<file path="src/design/ccs_pkg.sv">
package ccs_pkg;

    // bus geometry
    localparam int ADDR_W = 5;
    localparam int DATA_W = 32;

    // register byte offsets
    localparam logic [ADDR_W-1:0] OFS_OSC_PIN   = 5'h00;
    localparam logic [ADDR_W-1:0] OFS_MAIN_OSC  = 5'h04;
    localparam logic [ADDR_W-1:0] OFS_CLK_MODE  = 5'h08;
    localparam logic [ADDR_W-1:0] OFS_CPU_CLK   = 5'h0c;
    localparam logic [ADDR_W-1:0] OFS_INT_OSC   = 5'h10;
    localparam logic [ADDR_W-1:0] OFS_SETTLE    = 5'h14;
    localparam logic [ADDR_W-1:0] OFS_PORT_IN   = 5'h18;

    // field positions
    localparam int BIT_OSC_EN      = 0;
    localparam int BIT_EXT_SEL     = 1;
    localparam int BIT_HS_STOP     = 0;
    localparam int BIT_PERIPH_SEL  = 0;
    localparam int BIT_MAIN_SEL    = 1;
    localparam int BIT_HS_STAT     = 2;
    localparam int DIV_LSB         = 0;
    localparam int DIV_W           = 3;
    localparam int BIT_CSS         = 3;
    localparam int BIT_SUB_STAT    = 4;
    localparam int BIT_INT_STOP    = 0;
    localparam int BIT_INT_STABLE  = 1;
    localparam int SEL_LSB         = 0;
    localparam int SEL_W           = 3;
    localparam int CNT_LSB         = 16;
    localparam int CNT_W           = 16;
    localparam int BIT_PIN_IN      = 0;
    localparam int BIT_PIN_OUT     = 1;

    // reset values and limits
    localparam logic             HS_STOP_RST = 1'b1;
    localparam logic [DIV_W-1:0] DIV_RST     = 3'h1;
    localparam logic [DIV_W-1:0] DIV_MAX     = 3'h4;
    localparam logic [SEL_W-1:0] SEL_RST     = 3'h7;
    localparam logic [CNT_W-1:0] CNT_MAX     = 16'hffff;

    // avalon-mm request and answer
    typedef struct packed {
        logic              read;
        logic              write;
        logic [ADDR_W-1:0] address;
        logic [DATA_W-1:0] writedata;
    } ccs_bus_req_t;

    typedef struct packed {
        logic [DATA_W-1:0] readdata;
        logic              waitrequest;
    } ccs_bus_rsp_t;

    // raw clock sources, sampled levels
    typedef struct packed {
        logic int_osc;
        logic xtal;
        logic sub;
    } ccs_src_t;

    // generated clocks
    typedef struct packed {
        logic main;
        logic periph;
        logic cpu;
    } ccs_clk_t;

    typedef enum logic [1:0] {
        PIN_PORT = 2'b00,
        PIN_XTAL = 2'b01,
        PIN_EXT  = 2'b10
    } ccs_pin_mode_t;

    typedef enum logic {
        PWR_RUN  = 1'b0,
        PWR_STOP = 1'b1
    } ccs_pwr_t;

endpackage

</file>
<file path="src/design/ccs_clock_ctrl.sv">
`timescale 1ns/100ps
module ccs_clock_ctrl #(
    parameter int INT_SETTLE_EDGES = 64
) (
    input  wire logic                  clk_i,
    input  wire logic                  rst_n_i,
    input  wire ccs_pkg::ccs_bus_req_t avs_req_i,
    output ccs_pkg::ccs_bus_rsp_t      avs_rsp_o,
    input  wire ccs_pkg::ccs_src_t     src_i,
    input  wire logic                  crystal_input_pin_i,
    input  wire logic                  crystal_output_pin_i,
    input  wire logic                  stop_exec_i,
    input  wire logic                  stop_release_i,
    output logic                       input_pin_port_mode_o,
    output logic                       output_pin_port_mode_o,
    output logic                       xtal_amp_enable_o,
    output logic                       ext_clock_input_enable_o,
    output logic                       int_osc_enable_o,
    output logic                       stop_mode_o,
    output logic [ccs_pkg::SEL_W-1:0]  osc_settle_time_select_o,
    output ccs_pkg::ccs_clk_t          clk_out_o
);
    import ccs_pkg::*;

    localparam logic [CNT_W-1:0] INT_SETTLE = CNT_W'(INT_SETTLE_EDGES);

    initial begin
        if (INT_SETTLE_EDGES < 1 || INT_SETTLE_EDGES > 65535) begin
            $error("ccs_clock_ctrl: INT_SETTLE_EDGES out of range");
        end
    end

    // control state
    logic             hs_pin_osc_enable_q;
    logic             ext_clock_select_q;
    logic             hs_clock_stop_q;
    logic             main_source_select_q;
    logic             peripheral_source_select_q;
    logic [DIV_W-1:0] cpu_div_q;
    logic             cpu_subsystem_select_q;
    logic             int_osc_stop_q;
    logic [SEL_W-1:0] settle_sel_q;
    ccs_pwr_t         pwr_q;

    // bus state
    logic              ack_q;
    logic              wait_q;
    logic [DATA_W-1:0] rdata_q;

    // synchronisers: src int, sub, xtal, input pin, output pin
    logic [4:0] sync1_q;
    logic [4:0] sync2_q;

    // derived state
    ccs_pin_mode_t    pin_mode;
    logic             hs_run;
    logic             int_run;
    logic             hs_src;
    logic             int_src;
    logic             hs_prev_q;
    logic             int_prev_q;
    logic [CNT_W-1:0] hs_cnt_q;
    logic [CNT_W-1:0] int_cnt_q;
    logic             int_stable_q;
    logic             in_port_q;
    logic             out_port_q;
    logic             amp_en_q;
    logic             ext_en_q;
    logic             int_en_q;
    logic             main_clk;
    logic             main_cur;
    logic             periph_clk;
    logic             cpu_div_clk;
    logic             cpu_clk;
    logic             cpu_cur;
    logic             bus_req;

    function automatic logic wr_hit(input ccs_bus_req_t r, input logic ack,
                                    input logic [ADDR_W-1:0] ofs);
        wr_hit = r.write && ack && (r.address == ofs);
    endfunction

    function automatic logic [CNT_W-1:0] sat_inc(input logic [CNT_W-1:0] v);
        sat_inc = (v == CNT_MAX) ? v : v + 16'h0001;
    endfunction

    always_comb begin
        if (!hs_pin_osc_enable_q) begin
            pin_mode = PIN_PORT;
        end else if (ext_clock_select_q) begin
            pin_mode = PIN_EXT;
        end else begin
            pin_mode = PIN_XTAL;
        end
    end

    // stop mode removes both high-speed sources
    assign hs_run  = !hs_clock_stop_q && (pwr_q == PWR_RUN) && (pin_mode != PIN_PORT);
    assign int_run = !int_osc_stop_q && (pwr_q == PWR_RUN);
    assign hs_src  = hs_run && ((pin_mode == PIN_EXT) ? sync2_q[4] : sync2_q[2]);
    assign int_src = int_run && sync2_q[0];
    assign bus_req = avs_req_i.read || avs_req_i.write;

    always_ff @(posedge clk_i or negedge rst_n_i) begin
        if (!rst_n_i) begin
            sync1_q <= '0;
            sync2_q <= '0;
        end else begin
            sync1_q <= {crystal_output_pin_i, crystal_input_pin_i, src_i.xtal,
                        src_i.sub, src_i.int_osc};
            sync2_q <= sync1_q;
        end
    end

    // avalon slave: waitrequest low one cycle after the request arrives
    always_ff @(posedge clk_i or negedge rst_n_i) begin
        if (!rst_n_i) begin
            ack_q  <= 1'b0;
            wait_q <= 1'b1;
        end else if (bus_req && !ack_q) begin
            ack_q  <= 1'b1;
            wait_q <= 1'b0;
        end else begin
            ack_q  <= 1'b0;
            wait_q <= 1'b1;
        end
    end

    always_ff @(posedge clk_i or negedge rst_n_i) begin
        if (!rst_n_i) begin
            rdata_q <= '0;
        end else if (avs_req_i.read && !ack_q) begin
            rdata_q <= '0;
            unique case (avs_req_i.address)
                OFS_OSC_PIN: begin
                    rdata_q[BIT_OSC_EN]  <= hs_pin_osc_enable_q;
                    rdata_q[BIT_EXT_SEL] <= ext_clock_select_q;
                end
                OFS_MAIN_OSC: begin
                    rdata_q[BIT_HS_STOP] <= hs_clock_stop_q;
                end
                OFS_CLK_MODE: begin
                    rdata_q[BIT_PERIPH_SEL] <= peripheral_source_select_q;
                    rdata_q[BIT_MAIN_SEL]   <= main_source_select_q;
                    rdata_q[BIT_HS_STAT]    <= main_cur;
                end
                OFS_CPU_CLK: begin
                    rdata_q[DIV_LSB +: DIV_W] <= cpu_div_q;
                    rdata_q[BIT_CSS]          <= cpu_subsystem_select_q;
                    rdata_q[BIT_SUB_STAT]     <= cpu_cur;
                end
                OFS_INT_OSC: begin
                    rdata_q[BIT_INT_STOP]   <= int_osc_stop_q;
                    rdata_q[BIT_INT_STABLE] <= int_stable_q;
                end
                OFS_SETTLE: begin
                    rdata_q[SEL_LSB +: SEL_W] <= settle_sel_q;
                    rdata_q[CNT_LSB +: CNT_W] <= hs_cnt_q;
                end
                OFS_PORT_IN: begin
                    rdata_q[BIT_PIN_IN]  <= in_port_q ? sync2_q[3] : 1'b0;
                    rdata_q[BIT_PIN_OUT] <= out_port_q ? sync2_q[4] : 1'b0;
                end
                default: begin
                    rdata_q <= '0;
                end
            endcase
        end
    end

    // register writes land on the edge where waitrequest is seen low
    always_ff @(posedge clk_i or negedge rst_n_i) begin
        if (!rst_n_i) begin
            hs_pin_osc_enable_q <= 1'b0;
            ext_clock_select_q  <= 1'b0;
        end else if (wr_hit(avs_req_i, ack_q, OFS_OSC_PIN)) begin
            hs_pin_osc_enable_q <= avs_req_i.writedata[BIT_OSC_EN];
            ext_clock_select_q  <= avs_req_i.writedata[BIT_EXT_SEL];
        end
    end

    always_ff @(posedge clk_i or negedge rst_n_i) begin
        if (!rst_n_i) begin
            hs_clock_stop_q <= HS_STOP_RST;
        end else if (wr_hit(avs_req_i, ack_q, OFS_MAIN_OSC)) begin
            hs_clock_stop_q <= avs_req_i.writedata[BIT_HS_STOP];
        end
    end

    always_ff @(posedge clk_i or negedge rst_n_i) begin
        if (!rst_n_i) begin
            main_source_select_q       <= 1'b0;
            peripheral_source_select_q <= 1'b0;
        end else if (wr_hit(avs_req_i, ack_q, OFS_CLK_MODE)) begin
            main_source_select_q       <= avs_req_i.writedata[BIT_MAIN_SEL];
            peripheral_source_select_q <= avs_req_i.writedata[BIT_PERIPH_SEL];
        end
    end

    // prohibited ratio codes leave the ratio unchanged
    always_ff @(posedge clk_i or negedge rst_n_i) begin
        if (!rst_n_i) begin
            cpu_div_q              <= DIV_RST;
            cpu_subsystem_select_q <= 1'b0;
        end else if (wr_hit(avs_req_i, ack_q, OFS_CPU_CLK)) begin
            cpu_subsystem_select_q <= avs_req_i.writedata[BIT_CSS];
            if (avs_req_i.writedata[DIV_LSB +: DIV_W] <= DIV_MAX) begin
                cpu_div_q <= avs_req_i.writedata[DIV_LSB +: DIV_W];
            end
        end
    end

    always_ff @(posedge clk_i or negedge rst_n_i) begin
        if (!rst_n_i) begin
            int_osc_stop_q <= 1'b0;
        end else if (wr_hit(avs_req_i, ack_q, OFS_INT_OSC)) begin
            int_osc_stop_q <= avs_req_i.writedata[BIT_INT_STOP];
        end
    end

    always_ff @(posedge clk_i or negedge rst_n_i) begin
        if (!rst_n_i) begin
            settle_sel_q <= SEL_RST;
        end else if (wr_hit(avs_req_i, ack_q, OFS_SETTLE)) begin
            settle_sel_q <= avs_req_i.writedata[SEL_LSB +: SEL_W];
        end
    end

    // stop mode: release wins over a stop in the same cycle
    always_ff @(posedge clk_i or negedge rst_n_i) begin
        if (!rst_n_i) begin
            pwr_q <= PWR_RUN;
        end else begin
            unique case (pwr_q)
                PWR_RUN: begin
                    if (stop_exec_i && !stop_release_i) begin
                        pwr_q <= PWR_STOP;
                    end
                end
                PWR_STOP: begin
                    if (stop_release_i) begin
                        pwr_q <= PWR_RUN;
                    end
                end
            endcase
        end
    end

    // settle counter: high-speed edges since start, cleared while stopped
    always_ff @(posedge clk_i or negedge rst_n_i) begin
        if (!rst_n_i) begin
            hs_prev_q <= 1'b0;
            hs_cnt_q  <= '0;
        end else begin
            hs_prev_q <= hs_src;
            if (!hs_run) begin
                hs_cnt_q <= '0;
            end else if (hs_src && !hs_prev_q) begin
                hs_cnt_q <= sat_inc(hs_cnt_q);
            end
        end
    end

    // internal oscillator accuracy flag
    always_ff @(posedge clk_i or negedge rst_n_i) begin
        if (!rst_n_i) begin
            int_prev_q   <= 1'b0;
            int_cnt_q    <= '0;
            int_stable_q <= 1'b0;
        end else begin
            int_prev_q <= int_src;
            if (!int_run) begin
                int_cnt_q    <= '0;
                int_stable_q <= 1'b0;
            end else if (int_src && !int_prev_q) begin
                int_cnt_q <= sat_inc(int_cnt_q);
                if (int_cnt_q >= INT_SETTLE - 16'h0001) begin
                    int_stable_q <= 1'b1;
                end
            end
        end
    end

    // pin and oscillator control outputs
    always_ff @(posedge clk_i or negedge rst_n_i) begin
        if (!rst_n_i) begin
            in_port_q  <= 1'b1;
            out_port_q <= 1'b1;
            amp_en_q   <= 1'b0;
            ext_en_q   <= 1'b0;
            int_en_q   <= 1'b1;
        end else begin
            in_port_q  <= (pin_mode != PIN_XTAL);
            out_port_q <= (pin_mode == PIN_PORT);
            amp_en_q   <= hs_run && (pin_mode == PIN_XTAL);
            ext_en_q   <= hs_run && (pin_mode == PIN_EXT);
            int_en_q   <= int_run;
        end
    end

    // main clock is high-speed only when both selects are set
    ccs_clk_mux u_main_mux (
        .clk_i   (clk_i),
        .rst_n_i (rst_n_i),
        .src0_i  (int_src),
        .src1_i  (hs_src),
        .sel_i   (main_source_select_q && peripheral_source_select_q),
        .clk_o   (main_clk),
        .cur_o   (main_cur)
    );

    ccs_clk_mux u_periph_mux (
        .clk_i   (clk_i),
        .rst_n_i (rst_n_i),
        .src0_i  (int_src),
        .src1_i  (hs_src),
        .sel_i   (main_source_select_q),
        .clk_o   (periph_clk),
        .cur_o   ()
    );

    ccs_clk_div #(
        .RATIO_W (DIV_W)
    ) u_cpu_div (
        .clk_i    (clk_i),
        .rst_n_i  (rst_n_i),
        .clk_in_i (main_clk),
        .ratio_i  (cpu_div_q),
        .clk_o    (cpu_div_clk)
    );

    ccs_clk_mux u_cpu_mux (
        .clk_i   (clk_i),
        .rst_n_i (rst_n_i),
        .src0_i  (cpu_div_clk),
        .src1_i  (sync2_q[1]),
        .sel_i   (cpu_subsystem_select_q),
        .clk_o   (cpu_clk),
        .cur_o   (cpu_cur)
    );

    assign avs_rsp_o                = '{readdata: rdata_q, waitrequest: wait_q};
    assign input_pin_port_mode_o    = in_port_q;
    assign output_pin_port_mode_o   = out_port_q;
    assign xtal_amp_enable_o        = amp_en_q;
    assign ext_clock_input_enable_o = ext_en_q;
    assign int_osc_enable_o         = int_en_q;
    assign stop_mode_o              = pwr_q;
    assign osc_settle_time_select_o = settle_sel_q;
    assign clk_out_o                = '{main: main_clk, periph: periph_clk, cpu: cpu_clk};

endmodule

</file>
<file path="src/design/ccs_clk_mux.sv">
`timescale 1ns/100ps
// glitch-free two-way clock switch over sampled clock levels
module ccs_clk_mux (
    input  wire logic clk_i,
    input  wire logic rst_n_i,
    input  wire logic src0_i,
    input  wire logic src1_i,
    input  wire logic sel_i,
    output logic      clk_o,
    output logic      cur_o
);
    logic cur_q;
    logic armed_q;
    logic out_q;
    logic src;
    logic swap;

    assign src   = cur_q ? src1_i : src0_i;
    assign swap  = (sel_i != cur_q) && !out_q;
    assign clk_o = out_q;
    assign cur_o = cur_q;

    // change source only while the output is low
    always_ff @(posedge clk_i or negedge rst_n_i) begin
        if (!rst_n_i) begin
            cur_q <= 1'b0;
        end else if (swap) begin
            cur_q <= sel_i;
        end
    end

    // follow the new source only after seeing it low, so no runt pulse
    always_ff @(posedge clk_i or negedge rst_n_i) begin
        if (!rst_n_i) begin
            armed_q <= 1'b0;
        end else if (swap) begin
            armed_q <= 1'b0;
        end else if (!armed_q && !src) begin
            armed_q <= 1'b1;
        end
    end

    always_ff @(posedge clk_i or negedge rst_n_i) begin
        if (!rst_n_i) begin
            out_q <= 1'b0;
        end else begin
            out_q <= (armed_q && !swap) ? src : 1'b0;
        end
    end
endmodule

</file>
<file path="src/design/ccs_clk_div.sv">
`timescale 1ns/100ps
// power-of-two divider; ratio changes take effect only at a low phase
module ccs_clk_div #(
    parameter int RATIO_W = 3
) (
    input  wire logic               clk_i,
    input  wire logic               rst_n_i,
    input  wire logic               clk_in_i,
    input  wire logic [RATIO_W-1:0] ratio_i,
    output logic                    clk_o
);
    logic               prev_q;
    logic [7:0]         cnt_q;
    logic [RATIO_W-1:0] ratio_q;
    logic               out_q;
    logic               rise;
    logic               load;

    function automatic logic [7:0] half_m1(input logic [RATIO_W-1:0] r);
        half_m1 = (r == '0) ? 8'h00 : 8'((9'h1 << (r - 1'b1)) - 9'h1);
    endfunction

    initial begin
        if (RATIO_W < 1 || RATIO_W > 4) begin
            $error("ccs_clk_div: RATIO_W out of range");
        end
    end

    assign rise  = clk_in_i && !prev_q;
    assign load  = (ratio_i != ratio_q) && !out_q && !clk_in_i && (cnt_q == 8'h00);
    assign clk_o = out_q;

    always_ff @(posedge clk_i or negedge rst_n_i) begin
        if (!rst_n_i) begin
            prev_q <= 1'b0;
        end else begin
            prev_q <= clk_in_i;
        end
    end

    always_ff @(posedge clk_i or negedge rst_n_i) begin
        if (!rst_n_i) begin
            ratio_q <= '0;
        end else if (load) begin
            ratio_q <= ratio_i;
        end
    end

    always_ff @(posedge clk_i or negedge rst_n_i) begin
        if (!rst_n_i) begin
            cnt_q <= 8'h00;
            out_q <= 1'b0;
        end else if (load) begin
            cnt_q <= 8'h00;
            out_q <= 1'b0;
        end else if (ratio_q == '0) begin
            out_q <= clk_in_i;
        end else if (rise) begin
            if (cnt_q == half_m1(ratio_q)) begin
                cnt_q <= 8'h00;
                out_q <= !out_q;
            end else begin
                cnt_q <= cnt_q + 8'h01;
            end
        end
    end
endmodule

</file>
<file path="config.mk">
export PLATFORM = sky130hd
export DESIGN_NAME = ccs_clock_ctrl
export DESIGN_NICKNAME = d
export VERILOG_FILES = /design/src/design/ccs_pkg.sv /design/src/design/ccs_clock_ctrl.sv /design/src/design/ccs_clk_mux.sv /design/src/design/ccs_clk_div.sv
export SDC_FILE = /design/constraint.sdc
export NUM_CORES = 1
export LEC_CHECK = 0
export BUFFER_PORTS_ARGS = -buffer_cell sky130_fd_sc_hd__buf_2
export CORE_MARGIN = 1
export CORE_UTILIZATION = 51
export CTS_BUF_LIST = sky130_fd_sc_hd__clkbuf_8 sky130_fd_sc_hd__clkbuf_16
export DETAILED_ROUTE_END_ITERATION = 10
export HOLD_SLACK_MARGIN = 0.05
export PLACE_DENSITY = 0.76
export SLEW_MARGIN = 20
export SYNTH_ARGS = -nofsm -noshare
export SYNTH_HDL_FRONTEND = slang
export SYNTH_SLANG_ARGS = --single-unit
</file>
<file path="constraint.sdc">
create_clock -name clk_i -period 2.3 [get_ports clk_i]
set_input_delay 0.115 -clock clk_i [delete_from_list [all_inputs] [get_ports clk_i]]
set_output_delay 0.115 -clock clk_i [all_outputs]
set_load 0.02 [all_outputs]
</file>
## After elaboration in Yosys (flattened, before gate mapping)

Index checks and enable logic that the tools add are counted.

- $add $sub $neg: 5
- Multipliers: 0
- Divide/modulo/power cells: 0
- $lt $le $gt $ge: 2
- Eq/ne operators: 22
- Shift operators: 1
- Mux-type cells: 45
- Bitwise operators: 1
- Reductions and logical operators: 71

Operator list:

| cell | number |
|---|---|
| $mux W16 | 7 |
| $mux W8 | 5 |
| $logic_and A1 B1 Y1 | 33 |
| $add A16 B1 Y16 const B | 2 |
| $eq A16 B16 Y1 const B | 2 |
| $mux W1 | 26 |
| $logic_not A1 Y1 | 20 |
| $ge A16 B6 Y1 const B | 1 |
| $eq A5 B5 Y1 const B | 3 |
| $reduce_and A2 Y1 | 6 |
| $eq A5 B4 Y1 const B | 2 |
| $ne A2 B1 Y1 const B | 5 |
| $reduce_bool A2 Y1 | 5 |
| $add A8 B1 Y8 const B | 1 |
| $eq A8 B8 Y1 | 1 |
| $logic_not A8 Y1 | 1 |
| $shl A1 B3 Y8 const A | 1 |
| $sub A8 B1 Y8 const B | 1 |
| $pmux W1 S7 | 1 |
| $mux W2 | 3 |
| $pmux W1 S6 | 1 |
| $reduce_bool A3 Y1 | 2 |
| $eq A5 B3 Y1 const B | 1 |
| $logic_not A5 Y1 | 1 |
| 13 further kinds | 16 |

- Flip-flop bits (word level): 109
- Latch bits: 0
- RAM bits: 0
- Bits in read-only memories: 0
- Input port bits: 48
- Output and inout bits: 45
- Word-level logic and storage cells: 185
- Memories kept: 0

## Logic depth before layout (Yosys ltp)

- Word-level depth: 10
- Depth in mapped cells: 11

## Modules after synthesis

A second synthesis with hierarchy kept.

- Cell total of the unflattened synthesis: 538
- Area, all modules: 5441.5 sq um

Modules (own cells, without submodules):

| module | times used | cells each | area an instance (sq um) | sequential area each (sq um) |
|---|---|---|---|---|
| ccs_clock_ctrl | 1 | 396 | 4028.9 | 2188.3 |
| ccs_clk_div | 1 | 115 | 996.0 | 325.3 |
| ccs_clk_mux | 3 | 9 | 138.9 | 75.1 |

## Least setup slack after synthesis

OpenSTA, ideal clock, no wires.

- Kind: reg-to-reg
- Start point: register u_cpu_div.ratio_q[2]
- End point: register u_cpu_div.out_q, in the netlist u_cpu_div.clk_o
- Setup time: 0.099 ns
- Data arrival time: 2.202 ns
- Data required time: 2.201 ns
- Path slack: -0.002 ns
- Cell stages (with the launch flop): 12
- Period minus slack after synthesis: 2.302 ns
- Cells stage by stage: dfrtp_1 buf_2 buf_2 nor2_1 nand2_1 ha_1 a211o_1 a21oi_1 and3_1 nand4_4 or2_1 a311oi_1

- Word-level cells in the longest chain between the ends: 7
- Elaborated cells between the ends (all ways): 15
- Classes of those cells: 2 x add/sub; 2 x eq/ne; 1 x shift; 3 x mux; 7 x reduce/logical

RTL lines:

| item | RTL line | source |
|---|---|---|
| from (decl) | ccs_clk_div.sv:14 | `logic [RATIO_W-1:0] ratio_q;` |
| from (signal assigned) | ccs_clk_div.sv:45 | `ratio_q <= ratio_i;` |
| $sub A3 B1 Y3 | ccs_clk_div.sv:20 | `half_m1 = (r == '0) ? 8'h00 : 8'((9'h1 << (r - 1'b1)) - 9'h1);` |
| $shl A1 B3 Y8 | ccs_clk_div.sv:20 |  |
| $sub A8 B1 Y8 | ccs_clk_div.sv:20 |  |
| $mux W8 | ccs_clk_div.sv:20 |  |
| $eq A8 B8 Y1 | ccs_clk_div.sv:59 | `if (cnt_q == half_m1(ratio_q)) begin` |
| $reduce_bool A3 Y1 (no line) | n/a |  |
| $reduce_and A2 Y1 (no line) | n/a |  |
| to (signal assigned) | ccs_clk_div.sv:57 | `out_q <= clk_in_i;` |
| to (signal assigned) | ccs_clk_div.sv:61 | `out_q <= !out_q;` |
| to (decl) | ccs_clk_div.sv:15 | `logic out_q;` |

Parallel ways exist; a longest one is shown, timed or not.
A chain may end at the register's enable or synchronous reset.

## Worst setup path after layout

Ends and elaborated chain as after synthesis.

==> results by group <==
Power and ir drop
  • Pwr/cell area: 804 nW/µm²
  • VDD IR max: 0.372 mV
  • Leak: 2.78 nW

Timing
  • Final clock skew: 0.0129 ns
  • Slew Limit Headroom: 55.6%
  • Period utilization: 95.5%
  • Count of final hold-check violations: 0
  • Pins Over Slew Limit: 0
  • Final WS setup: 0.103 ns
  • Worst slew pin tran: 0.665 ns
  • F_max: 455 MHz
  • Min Tclk post-route: 2.20 ns
  • Count of final setup violators: 0
  • Setup TNS: 0 ns

Yosys
  • Synthesis-stage register bit count: 109
  • Synth top area cells: dfrtp_1, nand2_1, dfstp_2
  • Top-area cell type share of the netlist area: 47.6%
  • Ys flop type: dfrtp_1
  • Cell Area, Synth: 5260 µm²
  • Syn Area/Cell: 9.76 µm²
  • Yosys warnings: 0
  • Synth cell types: 60
  • Async SR Flop Fraction: 100%
  • Largest area contributor in the netlist: dfrtp_1
  • Sequential share of the synthesized area: 52.1%
  • EDFF count, synth: 0
  • Synth Instances: 539

Outcome
  • Outcome: completed

Setup path
  • Crit path arrival time: 2.47 ns
  • Kind of critical path: flip-flop to flip-flop
  • CP endpoint kind: flip-flop
  • Critical path peak fanout: 6
  • Worst setup SP type: flip-flop
  • WP data required: 2.58 ns

Layout
  • Most common cell after layout, fill and taps aside: dfrtp_1
  • Nets: 661
  • Final instance area: 6020 µm²
  • Ant diodes: 0
  • Commonest cells after routing, fill and taps aside: dfrtp_1, nand2_1, nor2_1
  • Share of cells above drive strength 1: 20.7%
  • Syn-to-layout area delta: 14.4%

Clock network
  • CTS Buffer Depth: 2
  • CTS clk-pin slew, worst paths: 0.10 ns
  • Total CTS buffers: 9
  • Clk root buf: clkbuf_8
  • H-Tree Level Count: 3
  • Skew-Pair Late Insertion Delay: 0.37 ns
  • CTS tree: yes
  • Sink Count: 109

Global route
  • Met1 track demand over resource: 26.3%
  • First-pass GRT wire length: 18600 µm
  • GR peak layer: met2
  • Initial antenna violation count: 0
  • Global route overflow: 0
  • Routing usage on met3: 4.53%
  • Pin count of the biggest net entering global routing: 52
  • GR Util met2: 37.4%
  • Gr usage total: 21.4%
  • Vias in the first global route: 4024

Floorplanning
  • Die Wd: 104 µm
  • Core box area: 9860 µm²
  • Die Span Y: 104 µm
  • IO Count: 93
  • Initial Util: 53.3%
  • Full die area: 10700 µm²
  • Core Rows: 36

Drt
  • Final WL: 11100 µm
  • Vias: 4006
  • Vias per inst: 5.37
  • DRC: 0
  • WL/cell: 14.8 µm
  • TritonRoute pass-1 iters: 4
  • Antenna Nets Post-Route: 0
  • DR iter-0 viols: 165

Place
  • Placed Area: 5650 µm²
  • Post-Place Worst Slack: -0.0181 ns
  • Port Buf Inserts: 53
  • Dpl hpwl: 7700 µm
  • GP Congestion: 0.855

Min path
  • Worst min-delay path class: primary input to flip-flop

Run
  • Max Cap Viol: 0
## final timing paths
| kind | start | endpoint | slack [ns] | depth (start not counted) |
|---|---|---|---|---|
| worst max-delay path | u_cpu_div.ratio_q[2]$_DFFE_PN0P_ | u_cpu_div.clk_o$_DFFE_PN0P_ | 0.10 | 9 |
| worst min-delay path | avs_req_i[38] | wait_q$_DFF_PN1_ | 0.08 | 3 |
| worst max register to register | u_cpu_div.ratio_q[2]$_DFFE_PN0P_ | u_cpu_div.clk_o$_DFFE_PN0P_ | 0.10 | 9 |
| worst min register to register | sync1_q[4]$_DFF_PN0_ | sync2_q[4]$_DFF_PN0_ | 0.36 | 0 |
| max in group asynchronous | rst_n_i | int_osc_enable_o$_DFF_PN1_ | 1.25 | 3 |
| min in group asynchronous | rst_n_i | u_cpu_mux.clk_o$_DFF_PN0_ | 0.32 | 2 |
## cell usage after synthesis, drive strengths merged, types with 3 or more instances
| master | n |
|---|---|
| nor4 | 6 |
| xnor2 | 9 |
| nor2 | 57 |
| and4 | 4 |
| o21ai | 41 |
| o22ai | 3 |
| mux2i | 3 |
| mux2 | 15 |
| clkbuf | 16 |
| nand3 | 24 |
| nor2b | 6 |
| dfstp | 9 |
| and3 | 12 |
| inv | 15 |
| nand4 | 12 |
| o31ai | 4 |
| nand2b | 6 |
| dfrtp | 100 |
| a22oi | 3 |
| nand2 | 77 |
| ha | 5 |
| nor3b | 4 |
| or3 | 3 |
| nor4b | 4 |
| nand3b | 3 |
| a21oi | 8 |
| xor2 | 23 |
| and2 | 3 |
| nor3 | 10 |
| buf | 21 |
| or2 | 3 |
## area by class of cell
cell class,count,area (µm²)
fillers,826,3850
flip-flops and latches,109,2740
multi-input cells,388,2330
repair buffers,85,549
well taps,133,166
clock buffers,10,138
inverters,15,56.3
clock inverters,6,41.3
## cells by family after synthesis
kind of cell	count (synthesis)	share of synthesized area, %
fa+ha+maj	5	1.19
other cells	1	0.0713
flops	109	52.1
compound gates	80	9.56
xor+xnor	32	5.33
buf+inv	52	5.04
simple gates	242	23.0
mux	18	3.78
## power breakdown
group | internal (mW) | leakage (nW) | switching, mW
combinational | 0.653 | 1.25 | 0.809
sequential | 2.11 | 1.43 | 0.202
clock | 0.428 | 0.101 | 0.636
total | 3.19 | 2.78 | 1.65
## state kept, by name, summed over array words and instances, names as in the netlist, 3 cells and up
register,count
cpu_div_q,3
hs_cnt_q,16
int_cnt_q,16
osc_settle_time_select_o,3
rdata_q,21
sync1_q,5
sync2_q,5
u_cpu_div.cnt_q,8
u_cpu_div.ratio_q,3
## routing by layer
layer / wire length, µm / vias to the layer above
li1: - / 1976
met1: 4780 / 1925
met2: 5700 / 93
met3: 433 / 12
met4: 140 / 0
met5: 0 / -
## repair_timing
| item | CTS | global route |
|---|---|---|
| setup endpoints to repair | 1 | 5 |
| resized for setup | 0 | 8 |
| setup buffers | 1 | 6 |
| hold buffers | 10 | 0 |
| pin swaps | 0 | 9 |
| gates cloned | 0 | 0 |
| endpoints found under the hold margin | 54 | 0 |
## worst max-delay path: stages (launching register included)
cell      delay [ns]
dfrtp_1         0.43
nor2_1          0.12
nand2_1         0.08
ha_2            0.29
a211o_1         0.27
a21oi_2         0.10
and3_4          0.20
nand4_4         0.14
or2_1           0.29
a311oi_2        0.19
## metrics by stage
stage	std cells	power, mW	hold WS [ns]	util (%)
2_1_floorplan	549	3.28	-0.181	-
3_3_place_gp	713	3.55	0.199	57.3
3_5_place_dp	713	3.63	0.200	57.3
4_1_cts	740	4.70	0.0651	60.2
5_1_grt	746	5.09	0.0625	61.0
6_report	746	4.84	0.0813	61.0
(Power assumes the default switching activity.)
